`config.mk`:
```
export PLATFORM = sky130hd
export DESIGN_NAME = dcmc_ctrl
export DESIGN_NICKNAME = d
export VERILOG_FILES = /design/src/dcmc_pkg.sv /design/src/dcmc_clk_sel.sv /design/src/dcmc_ctrl.sv
export SDC_FILE = /design/constraint.sdc
export NUM_CORES = 1
export LEC_CHECK = 0
export BUFFER_PORTS_ARGS = -buffer_cell sky130_fd_sc_hd__buf_2
export CORE_AREA = 3 3 114 61
export DETAILED_ROUTE_END_ITERATION = 8
export DIE_AREA = 0 0 117 64
export PLACE_DENSITY = 0.79
export RECOVER_POWER = 25
export REMOVE_ABC_BUFFERS = 1
export SYNTH_ARGS = -nofsm -noshare
export SYNTH_HDL_FRONTEND = slang
export SYNTH_SLANG_ARGS = --single-unit
```
`constraint.sdc`:
```
create_clock -name CLK_IN -period 2.42 [get_ports CLK_IN]
set_clock_uncertainty 0.2 [all_clocks]
set_input_delay 0.242 -clock CLK_IN [delete_from_list [all_inputs] [get_ports CLK_IN]]
set_output_delay 0.242 -clock CLK_IN [all_outputs]
set_load 0.1 [all_outputs]
```
`src/dcmc_pkg.sv`:
```
package dcmc_pkg;

  // ---------------------------------------------------------------
  // register map
  // ---------------------------------------------------------------
  localparam logic [7:0] OSC_MODE_CTRL_IDX = 8'hca;
  localparam logic [9:0] ADDR_OSC_MODE     = 10'h328;
  localparam logic [9:0] ADDR_IRQ_STATUS   = 10'h330;
  localparam logic [9:0] ADDR_IRQ_MASK     = 10'h334;
  localparam logic [9:0] ADDR_CLK_STATUS   = 10'h338;
  localparam logic [9:0] ADDR_TIMER_EN     = 10'h33c;

  // ---------------------------------------------------------------
  // oscillator_mode_control fields
  // ---------------------------------------------------------------
  localparam int BIT_HIGH_OSC_STOP   = 1;
  localparam int BIT_SLOW_CLOCK_SEL  = 2;
  localparam int BIT_CPU_MODE_LO     = 3;
  localparam int BIT_CPU_MODE_HI     = 4;
  localparam logic [7:0] OSC_MODE_WMASK = 8'h1e;
  localparam logic [7:0] OSC_MODE_RST   = 8'h00;

  // ---------------------------------------------------------------
  // status / irq bit positions
  // ---------------------------------------------------------------
  localparam int IRQ_WAKE      = 0;
  localparam int IRQ_MODE_CHG  = 1;
  localparam int IRQ_OSC_READY = 2;
  localparam int IRQ_W         = 3;

  localparam int TMR_EN_T0  = 0;
  localparam int TMR_EN_TC0 = 1;

  // ---------------------------------------------------------------
  // timing
  // ---------------------------------------------------------------
  localparam int SLOW_DIV        = 4;
  localparam int NOISE_MIN_DIV   = 4;
  localparam int MAX_DIV         = 128;
  localparam int WAKE_HOSC_CLKS  = 2048;

  typedef enum logic [1:0] {
    DCMC_CPUM_NORMAL = 2'b00,
    DCMC_CPUM_SLEEP  = 2'b01,
    DCMC_CPUM_GREEN  = 2'b10,
    DCMC_CPUM_RSVD   = 2'b11
  } dcmc_cpum_t;

  typedef enum logic [1:0] {
    DCMC_HCLK_RC,
    DCMC_HCLK_32K,
    DCMC_HCLK_12M,
    DCMC_HCLK_4M
  } dcmc_hclk_t;

  typedef struct packed {
    logic       cyc;
    logic       stb;
    logic       we;
    logic [9:0] adr;
    logic [3:0] sel;
    logic [31:0] dat;
  } dcmc_wb_req_t;

  typedef struct packed {
    logic       high_osc_run;
    logic       low_rc_run;
    logic       cpu_run;
    logic       sys_on_low;
  } dcmc_gate_t;

endpackage

```
`src/dcmc_clk_sel.sv`:
```
`timescale 1ns/1ps
// glitch-free selection between high and low clock enables
module dcmc_clk_sel
  import dcmc_pkg::*;
(
  input  wire logic clk_in,
  input  wire logic rst_in,
  input  wire logic sel_low_in,
  input  wire logic hi_tick_in,
  input  wire logic lo_tick_in,
  output logic      on_low_out,
  output logic      tick_out
);

  logic on_low_r;
  logic on_low_nxt;

  // only switch on a tick of the source being left, so no runt period is emitted
  always_comb begin
    on_low_nxt = on_low_r;
    if (sel_low_in != on_low_r) begin
      if (on_low_r ? lo_tick_in : hi_tick_in) begin
        on_low_nxt = sel_low_in;
      end
    end
  end

  always_ff @(posedge clk_in) begin
    if (rst_in) begin
      on_low_r <= 1'b0;
    end else begin
      on_low_r <= on_low_nxt;
    end
  end

  assign on_low_out = on_low_r;
  assign tick_out   = on_low_r ? lo_tick_in : hi_tick_in;

endmodule // dcmc_clk_sel

```
`src/dcmc_ctrl.sv`:
```
`timescale 1ns/1ps

// Overview of operation
// - slow mode cpu rate is low rc over four
// - normal mode rate is high clock over N
// - noise filter forces divider at least four
// - stop bit halts high oscillator only, once the system clock is on the low clock
// - clock select bit picks high or low clock
// - cpu mode field encodes normal, sleep, green
// - sleep stops both oscillators
// - low rc stops in sleep or green-32k-nowatchdog
// - no software bit stops low rc directly
// - low rc clocks watchdog and slow mode
// - high clock type option; rc frees pin two
// - cpu, low rc, high osc run per mode
// - timers count when enabled, never in sleep or in the wakeup warmup
// - green wakeup returns to previous mode
// - sleep wakeup waits 2048 high clocks first
module dcmc_ctrl
  import dcmc_pkg::*;
#(
  parameter int         CPU_DIV_N      = 4,
  parameter bit         NOISE_FILTER   = 1'b1,
  parameter dcmc_hclk_t HIGH_CLK_TYPE  = DCMC_HCLK_4M,
  parameter bit         WATCHDOG_EN    = 1'b1
)(
  input  wire logic        CLK_IN,
  input  wire logic        SYS_RST_IN,
  input  wire logic        WB_CYC_IN,
  input  wire logic        WB_STB_IN,
  input  wire logic        WB_WE_IN,
  input  wire logic [9:0]  WB_ADR_IN,
  input  wire logic [3:0]  WB_SEL_IN,
  input  wire logic [31:0] WB_DAT_IN,
  output logic [31:0]      WB_DAT_OUT,
  output logic             WB_ACK_OUT,
  input  wire logic        HOSC_CLK_IN,
  input  wire logic        LRC_CLK_IN,
  input  wire logic        WAKE_PORT_IN,
  input  wire logic        TIMER0_OVF_IN,
  output logic             HIGH_OSC_EN_OUT,
  output logic             LOW_RC_EN_OUT,
  output logic             CPU_RUN_OUT,
  output logic             CPU_TICK_OUT,
  output logic             WDT_TICK_OUT,
  output logic             TIMER0_RUN_OUT,
  output logic             TIMER_COUNTER0_RUN_OUT,
  output logic             OSC_OUTPUT_PIN_GPIO_OUT,
  output logic             IRQ_OUT
);

  // ---------------------------------------------------------------
  // divider limits
  // ---------------------------------------------------------------
  localparam int DIV_RAW = (CPU_DIV_N < 1) ? 1 : ((CPU_DIV_N > MAX_DIV) ? MAX_DIV : CPU_DIV_N);
  localparam int DIV_EFF = (NOISE_FILTER && DIV_RAW < NOISE_MIN_DIV) ? NOISE_MIN_DIV : DIV_RAW;
  localparam logic [7:0] HI_DIV_LAST = 8'(DIV_EFF - 1);
  localparam logic [1:0] LO_DIV_LAST = 2'(SLOW_DIV - 1);
  localparam logic [11:0] WAKE_LAST  = 12'(WAKE_HOSC_CLKS - 1);

  // ---------------------------------------------------------------
  // pin synchronisers
  // ---------------------------------------------------------------
  logic [1:0] hosc_sync_r;
  logic [1:0] lrc_sync_r;
  logic [1:0] wake_sync_r;
  logic [1:0] t0ovf_sync_r;
  logic       hosc_prev_r;
  logic       lrc_prev_r;
  logic       wake_prev_r;
  logic       t0ovf_prev_r;

  always_ff @(posedge CLK_IN) begin
    if (SYS_RST_IN) begin
      hosc_sync_r  <= 2'h0;
      lrc_sync_r   <= 2'h0;
      wake_sync_r  <= 2'h0;
      t0ovf_sync_r <= 2'h0;
      hosc_prev_r  <= 1'b0;
      lrc_prev_r   <= 1'b0;
      wake_prev_r  <= 1'b0;
      t0ovf_prev_r <= 1'b0;
    end else begin
      hosc_sync_r  <= {hosc_sync_r[0], HOSC_CLK_IN};
      lrc_sync_r   <= {lrc_sync_r[0], LRC_CLK_IN};
      wake_sync_r  <= {wake_sync_r[0], WAKE_PORT_IN};
      t0ovf_sync_r <= {t0ovf_sync_r[0], TIMER0_OVF_IN};
      hosc_prev_r  <= hosc_sync_r[1];
      lrc_prev_r   <= lrc_sync_r[1];
      wake_prev_r  <= wake_sync_r[1];
      t0ovf_prev_r <= t0ovf_sync_r[1];
    end
  end

  logic hosc_edge;
  logic lrc_edge;
  logic wake_evt;
  logic t0ovf_evt;
  assign hosc_edge = hosc_sync_r[1] & ~hosc_prev_r;
  assign lrc_edge  = lrc_sync_r[1] & ~lrc_prev_r;
  assign wake_evt  = wake_sync_r[1] ^ wake_prev_r;   // any level change
  assign t0ovf_evt = t0ovf_sync_r[1] & ~t0ovf_prev_r;

  // ---------------------------------------------------------------
  // registers and mode state
  // ---------------------------------------------------------------
  typedef enum logic [1:0] {DCMC_ST_RUN, DCMC_ST_GREEN, DCMC_ST_SLEEP, DCMC_ST_WARM} dcmc_state_t;

  dcmc_state_t       state_r, state_nxt;
  logic [7:0]        osc_mode_r, osc_mode_nxt;
  logic [IRQ_W-1:0]  irq_stat_r, irq_stat_nxt;
  logic [IRQ_W-1:0]  irq_mask_r, irq_mask_nxt;
  logic [1:0]        tmr_en_r, tmr_en_nxt;
  logic [11:0]       warm_cnt_r, warm_cnt_nxt;
  logic [7:0]        hi_div_r, hi_div_nxt;
  logic [1:0]        lo_div_r, lo_div_nxt;
  logic              ack_r, ack_nxt;
  logic [31:0]       rdat_r, rdat_nxt;
  dcmc_gate_t        gate;

  function automatic logic [31:0] wb_wmask(input logic [3:0] sel);
    wb_wmask = {{8{sel[3]}}, {8{sel[2]}}, {8{sel[1]}}, {8{sel[0]}}};
  endfunction

  logic        wb_req;
  logic [31:0] wmask;
  logic [31:0] wdat;
  logic        lrc_allowed;
  logic        hi_tick;
  logic        lo_tick;
  logic        sys_tick;
  logic        on_low;
  dcmc_cpum_t  cpum_req;

  assign wb_req   = WB_CYC_IN & WB_STB_IN & ~ack_r;
  assign wmask    = wb_wmask(WB_SEL_IN);
  assign wdat     = WB_DAT_IN & wmask;
  assign cpum_req = dcmc_cpum_t'(osc_mode_r[BIT_CPU_MODE_HI:BIT_CPU_MODE_LO]);

  // low rc stops only in sleep, or green with 32k high clock and no watchdog
  assign lrc_allowed = state_r != DCMC_ST_SLEEP &&
                       !(state_r == DCMC_ST_GREEN && HIGH_CLK_TYPE == DCMC_HCLK_32K && !WATCHDOG_EN);

  // ---------------------------------------------------------------
  // oscillator gating per mode
  // ---------------------------------------------------------------
  always_comb begin
    // stop bit waits until the system clock has left the high source, else the cpu starves
    gate.high_osc_run = (state_r == DCMC_ST_WARM) ||
                        ((~osc_mode_r[BIT_HIGH_OSC_STOP] || ~on_low) && state_r != DCMC_ST_SLEEP);
    gate.low_rc_run = lrc_allowed;
    gate.cpu_run    = state_r == DCMC_ST_RUN;
    gate.sys_on_low = osc_mode_r[BIT_SLOW_CLOCK_SEL];
  end

  // ---------------------------------------------------------------
  // rate dividers
  // ---------------------------------------------------------------
  always_comb begin
    hi_div_nxt = hi_div_r;
    lo_div_nxt = lo_div_r;
    hi_tick    = 1'b0;
    lo_tick    = 1'b0;
    if (hosc_edge && gate.high_osc_run) begin
      hi_tick    = hi_div_r == HI_DIV_LAST;
      hi_div_nxt = hi_tick ? 8'h00 : hi_div_r + 8'h01;
    end
    if (lrc_edge && gate.low_rc_run) begin
      lo_tick    = lo_div_r == LO_DIV_LAST;
      lo_div_nxt = lo_div_r + 2'h1;
    end
    if (gate.sys_on_low != on_low && (on_low ? lo_tick : hi_tick)) begin
      hi_div_nxt = on_low ? 8'h00 : hi_div_nxt;
      lo_div_nxt = on_low ? lo_div_nxt : 2'h0;
    end
  end

  dcmc_clk_sel u_clk_sel (
    .clk_in     (CLK_IN),
    .rst_in     (SYS_RST_IN),
    .sel_low_in (gate.sys_on_low),
    .hi_tick_in (hi_tick),
    .lo_tick_in (lo_tick),
    .on_low_out (on_low),
    .tick_out   (sys_tick)
  );

  // ---------------------------------------------------------------
  // mode sequencer and register file
  // ---------------------------------------------------------------
  always_comb begin
    state_nxt    = state_r;
    osc_mode_nxt = osc_mode_r;
    irq_mask_nxt = irq_mask_r;
    tmr_en_nxt   = tmr_en_r;
    warm_cnt_nxt = warm_cnt_r;
    ack_nxt      = wb_req;
    rdat_nxt     = 32'h0000_0000;
    irq_stat_nxt = irq_stat_r;

    if (wb_req && WB_WE_IN) begin
      unique case (WB_ADR_IN)
        ADDR_OSC_MODE: begin
          osc_mode_nxt = (osc_mode_r & ~(OSC_MODE_WMASK & wmask[7:0])) |
                         (wdat[7:0] & OSC_MODE_WMASK);
        end
        ADDR_IRQ_STATUS: irq_stat_nxt = irq_stat_r & ~wdat[IRQ_W-1:0];
        ADDR_IRQ_MASK:   irq_mask_nxt = (irq_mask_r & ~wmask[IRQ_W-1:0]) | wdat[IRQ_W-1:0];
        ADDR_TIMER_EN:   tmr_en_nxt   = (tmr_en_r & ~wmask[1:0]) | wdat[1:0];
        default: ;
      endcase
    end else if (wb_req) begin
      unique case (WB_ADR_IN)
        ADDR_OSC_MODE:   rdat_nxt = {24'h000000, osc_mode_r};
        ADDR_IRQ_STATUS: rdat_nxt = {29'h0, irq_stat_r};
        ADDR_IRQ_MASK:   rdat_nxt = {29'h0, irq_mask_r};
        ADDR_CLK_STATUS: rdat_nxt = {26'h0, state_r, gate.cpu_run, on_low,
                                     gate.low_rc_run, gate.high_osc_run};
        ADDR_TIMER_EN:   rdat_nxt = {30'h0, tmr_en_r};
        default:         rdat_nxt = 32'h0000_0000;
      endcase
    end

    unique case (state_r)
      DCMC_ST_RUN: begin
        if (cpum_req == DCMC_CPUM_SLEEP) begin
          state_nxt = DCMC_ST_SLEEP;
          irq_stat_nxt[IRQ_MODE_CHG] = 1'b1;
        end else if (cpum_req == DCMC_CPUM_GREEN) begin
          state_nxt = DCMC_ST_GREEN;
          irq_stat_nxt[IRQ_MODE_CHG] = 1'b1;
        end
        // reserved code leaves the mode alone
      end
      DCMC_ST_GREEN: begin
        if (wake_evt || (t0ovf_evt && tmr_en_r[TMR_EN_T0])) begin
          state_nxt = DCMC_ST_RUN;
          osc_mode_nxt[BIT_CPU_MODE_HI:BIT_CPU_MODE_LO] = DCMC_CPUM_NORMAL;
          irq_stat_nxt[IRQ_WAKE] = 1'b1;
        end
      end
      DCMC_ST_SLEEP: begin
        if (wake_evt) begin
          state_nxt    = DCMC_ST_WARM;
          warm_cnt_nxt = 12'h000;
          osc_mode_nxt[BIT_HIGH_OSC_STOP]  = 1'b0;
          osc_mode_nxt[BIT_SLOW_CLOCK_SEL] = 1'b0;
          irq_stat_nxt[IRQ_WAKE] = 1'b1;
        end
      end
      DCMC_ST_WARM: begin
        if (hosc_edge) begin
          warm_cnt_nxt = warm_cnt_r + 12'h001;
          if (warm_cnt_r == WAKE_LAST) begin
            state_nxt = DCMC_ST_RUN;
            osc_mode_nxt[BIT_CPU_MODE_HI:BIT_CPU_MODE_LO] = DCMC_CPUM_NORMAL;
            irq_stat_nxt[IRQ_OSC_READY] = 1'b1;
          end
        end
      end
    endcase
  end

  always_ff @(posedge CLK_IN) begin
    if (SYS_RST_IN) begin
      state_r    <= DCMC_ST_RUN;
      osc_mode_r <= OSC_MODE_RST;
      irq_stat_r <= '0;
      irq_mask_r <= '0;
      tmr_en_r   <= 2'h0;
      warm_cnt_r <= 12'h000;
      hi_div_r   <= 8'h00;
      lo_div_r   <= 2'h0;
      ack_r      <= 1'b0;
      rdat_r     <= 32'h0000_0000;
    end else begin
      state_r    <= state_nxt;
      osc_mode_r <= osc_mode_nxt;
      irq_stat_r <= irq_stat_nxt;
      irq_mask_r <= irq_mask_nxt;
      tmr_en_r   <= tmr_en_nxt;
      warm_cnt_r <= warm_cnt_nxt;
      hi_div_r   <= hi_div_nxt;
      lo_div_r   <= lo_div_nxt;
      ack_r      <= ack_nxt;
      rdat_r     <= rdat_nxt;
    end
  end

  // ---------------------------------------------------------------
  // registered outputs
  // ---------------------------------------------------------------
  always_ff @(posedge CLK_IN) begin
    if (SYS_RST_IN) begin
      HIGH_OSC_EN_OUT         <= 1'b1;
      LOW_RC_EN_OUT           <= 1'b1;
      CPU_RUN_OUT             <= 1'b1;
      CPU_TICK_OUT            <= 1'b0;
      WDT_TICK_OUT            <= 1'b0;
      TIMER0_RUN_OUT          <= 1'b0;
      TIMER_COUNTER0_RUN_OUT  <= 1'b0;
      OSC_OUTPUT_PIN_GPIO_OUT <= 1'b0;
      IRQ_OUT                 <= 1'b0;
    end else begin
      HIGH_OSC_EN_OUT         <= gate.high_osc_run;
      LOW_RC_EN_OUT           <= gate.low_rc_run;
      CPU_RUN_OUT             <= gate.cpu_run;
      CPU_TICK_OUT            <= sys_tick & gate.cpu_run;
      WDT_TICK_OUT            <= lrc_edge & gate.low_rc_run & WATCHDOG_EN;
      TIMER0_RUN_OUT          <= tmr_en_r[TMR_EN_T0] && state_r != DCMC_ST_SLEEP
                                 && state_r != DCMC_ST_WARM;
      TIMER_COUNTER0_RUN_OUT  <= tmr_en_r[TMR_EN_TC0] && state_r != DCMC_ST_SLEEP
                                 && state_r != DCMC_ST_WARM;
      OSC_OUTPUT_PIN_GPIO_OUT <= HIGH_CLK_TYPE == DCMC_HCLK_RC;
      IRQ_OUT                 <= |(irq_stat_nxt & irq_mask_r);
    end
  end

  assign WB_ACK_OUT = ack_r;
  assign WB_DAT_OUT = rdat_r;

endmodule // dcmc_ctrl

```
Word level (Yosys, flattened, before mapping)
Cells that the tools add are included.
Cells by class
  add/sub/neg operators: 3
  equal/unequal tests: 21
  mux-type cells: 40
  bitwise logic cells: 28
  reductions and logical operators: 23
Operators with widths (count)
  $eq A10 B10 Y1 const B: 5
  $pmux W8 S5: 1
  $mux W8: 4
  $mux W2: 14
  $mux W12: 2
  $pmux W12 S2: 1
  $add A12 B1 Y12 const B: 1
  $eq A12 B11 Y1 const B: 1
  $mux W1: 11
  $logic_and A1 B1 Y1: 10
  $mux W5: 2
  $and A3 B3 Y3: 3
  $add A8 B1 Y8 const B: 1
  $and A8 B8 Y8: 1
  $eq A2 B2 Y1 const B: 4
  $eq A8 B2 Y1 const B: 1
  $ne A2 B2 Y1 const B: 4
  $not A5 Y8: 1
  $or A8 B5 Y8: 1
  $pmux W2 S4: 1
  $reduce_and A2 Y1: 4
  $and A1 B1 Y1: 7
  $not A1 Y1: 7
  $mux W3: 2
  other kinds (20): 26
Word-level totals
  register bits after elaboration: 94
  input bits: 55
  output and inout bits: 42
  word-level logic and storage cells: 143

Logic depth before layout (Yosys ltp)
  depth after elaboration: 10
  depth in mapped cells: 8
  depth with buffers taken out: 7

Cells and area by module
A second synthesis with hierarchy kept.
Unflattened totals
  cells, all modules: 345
  area, all modules: 3186.8 um^2
Modules (own cells, without submodules)
  dcmc_ctrl: instances 1, cells an instance 339, area each 3129.3 um^2, seq. area each 1261.2 um^2
  dcmc_clk_sel: instances 1, cells an instance 6, area each 57.6 um^2, seq. area each 20.0 um^2

Worst setup path after synthesis
OpenSTA, ideal clock, no wires.
  kind: flip-flop to flip-flop
  start: register ack_r (netlist: WB_ACK_OUT)
  end: register osc_mode_r[1]
  library setup time: 86 ps
  arrival time: 1806 ps
  data required time: 2134 ps
  setup slack: 329 ps
  cell stages (with the launch flop): 6
  buffers on the path: 0
  clock period less this slack: 2091 ps
  cells stage by stage: dfxtp_1 > and3b_1 > nand3_1 > nor2_1 > mux2i_1 > a211oi_1
On the way
  longest elaborated chain between the ends: 6
Ends and longest elaborated chain
  start, declared: RTL line dcmc_ctrl.sv:117  | logic ack_r, ack_nxt;
  start signal, assigned: RTL line dcmc_ctrl.sv:285  | ack_r <= ack_nxt;
  $not A1 Y1 *: RTL line dcmc_ctrl.sv:135  | assign wb_req = WB_CYC_IN & WB_STB_IN & ~ack_r;
  $and A1 B1 Y1 *: RTL line dcmc_ctrl.sv:135
  $logic_and A1 B1 Y1 *: RTL line dcmc_ctrl.sv:201  | if (wb_req && WB_WE_IN) begin
  $mux W5 *: RTL line dcmc_ctrl.sv:201
  $mux W2: RTL line dcmc_ctrl.sv:243  | if (wake_evt) begin
  $mux W2 *: RTL line dcmc_ctrl.sv:224  | unique case (state_r)
  end signal, assigned: RTL line dcmc_ctrl.sv:278  | osc_mode_r <= osc_mode_nxt;
  end, declared: RTL line dcmc_ctrl.sv:110  | logic [7:0] osc_mode_r, osc_mode_nxt;
Every way passes the cells marked *; elsewhere a longest branch is shown, timed or not.
A chain may end at the register's enable or synchronous reset.

Final worst setup path
  start: register state_r[0]
  end: register rdat_r[1] (netlist: WB_DAT_OUT[1])
On the way
  longest elaborated chain between the ends: 2
Ends and longest elaborated chain
  start, declared: RTL line dcmc_ctrl.sv:109  | dcmc_state_t state_r, state_nxt;
  start signal, assigned: RTL line dcmc_ctrl.sv:277  | state_r <= state_nxt;
  $ne A2 B2 Y1: RTL line dcmc_ctrl.sv:141  | assign lrc_allowed = state_r != DCMC_ST_SLEEP &&
  $pmux W8 S5: RTL line dcmc_ctrl.sv:213  | unique case (WB_ADR_IN)
  end signal, assigned: RTL line dcmc_ctrl.sv:286  | rdat_r <= rdat_nxt;
  end, declared: RTL line dcmc_ctrl.sv:118  | logic [31:0] rdat_r, rdat_nxt;
No other way between the ends.

==> results.tsv <==
metric	value	unit
outcome	finished clean	
syn avg cell area	9.214	um2
Root Buffer Master	clkbuf_16	
CTS tree	yes	
top cells by area, synth	dfxtp_1, buf_4, nor2_1, mux2i_1, ha_1	
ANT cells	0	
Netlist cell types	52	
largest net degree at the start of global routing	25	
share of cells above drive strength 1	16.75	%
crit-path max FO	11	
minimum clock period	2.144	ns
GRT Max-Usage Layer	met2	
Worst Tran Pin Value	1.186	ns
Final #Nets	454	
Initial Util	50.94	%
WL per Instance	13.44	um
Post-synth EDFFs	0	
Setup crit end kind	register	
IO Pins	97	
# rows	20	
final setup TNS	0	ns
area grow syn2layout	18.20	%
Critical-path top delay cell	mux4_2	
CP startpoint kind	register	
filler instances	491	
CP cell instances	inv_1 -> ha_1 -> inv_1 -> mux4_2 -> a22oi_1 -> nor2_1	
# DRC	0	
Pwr Total	2.921	mW
Post-DP Area	0.003256	mm2
Worst EP arrival	2.14	ns
DRT antenna net count	0	
final instance area	0.003616	mm2
final hold violation count	0	
Synth Flop Type	dfxtp_1	
Fin Hold WS	0.02427	ns
Clock Sinks	64	
max-slew violations	0	
cell area power density	807.7	mW/mm2
HP Class	input port to register	
WP data required	2.41	ns
CTS buffer count	9	
Pleak	1.440	nW
count leader, synth	dfxtp_1	
fmax	466.4	MHz
Async S/R FF share, synth	0	%
Die Ht	64	um
number of buffers added on ports	39	
iteration-0 DRC count of the detailed router	193	
Post-synth top cells	dfxtp_1, nor2_1, buf_4	
setup repair bufs after CTS	0	
DP HPWL	4496	um
global-route wire length before repair	10620	um
CTS H-tree lvls	3	
Final Util	60.21	%
Synth area leader	dfxtp_1	
via count	2444	
synthesized area	0.003059	mm2
Max Cap Viol	0	
Placed Instances	447	
Via density	5.189	
Yosys top cell area share	41.88	%
vias in the first global route	2310	
clock latency on the worst-skew pair	0.33	ns
Post-Syn Instances	332	
slew margin rel.	21.28	%
Die ar.	0.007488	mm2
global route overflow	0	
Core ar.	0.006006	mm2
antenna violations before repair	0	
Crit Path Class	register to register	
RSZ-0062 raised after global routing	false	
Largest stage delay, worst path	0.47	ns
DIE WIDTH	117	um
met1 Use GR	22.36	%
Final GP Congestion	0.8511	
Bufs on Longest Clock Path	2	
met2 Track Usage GR	29.96	%
met3 Use GR	6.055	%
Buf/Inv on CP	2	
most frequent CP cell	inv_1	
CTS clk-pin slew, worst paths	0.05	ns
IR drop worst, VDD	0.3151	mV
Total Wirelength	6328	um
TritonRoute pass-1 iters	4	
Worst path top cell family by delay	multiplexers	
Final Setup Violations	0	
Setup WS post-layout	0.2760	ns
period utilization	88.59	%
flops & latches, synth	64	
GRT Total Usage	18.20	%
Synthesis Warnings	0	
sequential element share of the synthesized area	41.88	%
Non-Filler Instances	471	
Setup WS pre-CTS	0.3283	ns
==> final timing paths <==
| kind | startpoint | endpoint | slack [ns] | cells after the start |
|---|---|---|---|---|
| hold / removal | WB_DAT_IN[1] | register | 0.02 | 3 |
| setup / recovery | state_r[0] | WB_DAT_OUT[1] | 0.28 | 6 |
| hold reg to reg | wake_sync_r[0] | wake_sync_r[1] | 0.23 | 1 |
| setup reg to reg | state_r[0] | WB_DAT_OUT[1] | 0.28 | 6 |
==> worst reg2reg max path: cells and delay by family, from the launching register on <==
kind	cells	cell delay, ns
adder cells (fa/ha/maj)	1	0.43
flip-flops	1	0.32
AND/OR/NAND/NOR	1	0.06
buffers and inverters	2	0.33
AO/OA/AOI/OAI	1	0.19
multiplexers	1	0.48
==> cell families after synthesis <==
logic type               after synthesis  share of synthesized area [%]
adder cells (fa/ha/maj)                8                          3.272
multiplexers                          14                          5.399
XOR/XNOR                              21                          6.012
AO/OA/AOI/OAI                         37                          8.099
buffers and inverters                 47                          9.611
other                                  1                         0.1226
flip-flops                            64                          41.88
AND/OR/NAND/NOR                      140                          25.60
==> layer usage <==
layer  part of all wire [%]  up-vias  wire length (um)
met4                    1.4        0                89
met3                    7.6       10               484
met2                     45       89              2830
met1                     46     1127              2924
li1                       -     1218                 -
met5                      0        -                 0
==> where the power goes <==
group	switching (mW)	internal, mW	total [mW]	leakage [nW]
sequential	0.0156	1.09	1.10	0.519
combinational	0.461	0.155	0.615	0.792
clock	0.416	0.785	1.20	0.130
==> final cells by class <==
type                       count  area (um2)  share of cell area, %
timing repair buffer          56       337.8                  9.343
tap                           77       96.34                  2.664
multi-input combinational    247        1582                  43.74
inverter                      13       48.80                  1.349
clock buffer                  13       240.2                  6.644
clock inverter                 1       30.03                 0.8304
sequential                    64        1281                  35.43
==> sequential cells by signal, indices dropped and copies added, names as in the netlist, 2 cells and up, named ones only <==
register	cells
WB_DAT_OUT	6
hi_div_r	8
hosc_sync_r	2
irq_stat_r	3
lo_div_r	2
lrc_sync_r	2
osc_mode_r	4
state_r	2
t0ovf_sync_r	2
wake_sync_r	2
warm_cnt_r	12
==> placed cells by master, fill, tap and decap left out, types with 3 or more instances in the layout <==
cell type / n
a211oi_1: 3
clkbuf_16: 9
nor2_1: 38
inv_1: 12
a22oi_1: 5
dlygate4sd3_1: 10
conb_1: 27
clkbuf_1: 10
buf_4: 6
mux2i_1: 12
nand3b_1: 4
xnor2_1: 11
nand3_1: 17
ha_1: 8
xor2_1: 10
buf_2: 34
nor4_1: 8
dfxtp_1: 64
and3_1: 6
a21oi_1: 5
nor2b_1: 14
nand2_1: 16
o21ai_0: 14
nand4_1: 6
nor3_1: 9
==> repair_timing <==
item,4_1_cts,5_1_grt
resized for setup,0,0
hold buffers,10,0
hold endpoints to repair,9,0
endpoints found under the setup margin,0,0
Power figures use the tool's default switching activity.
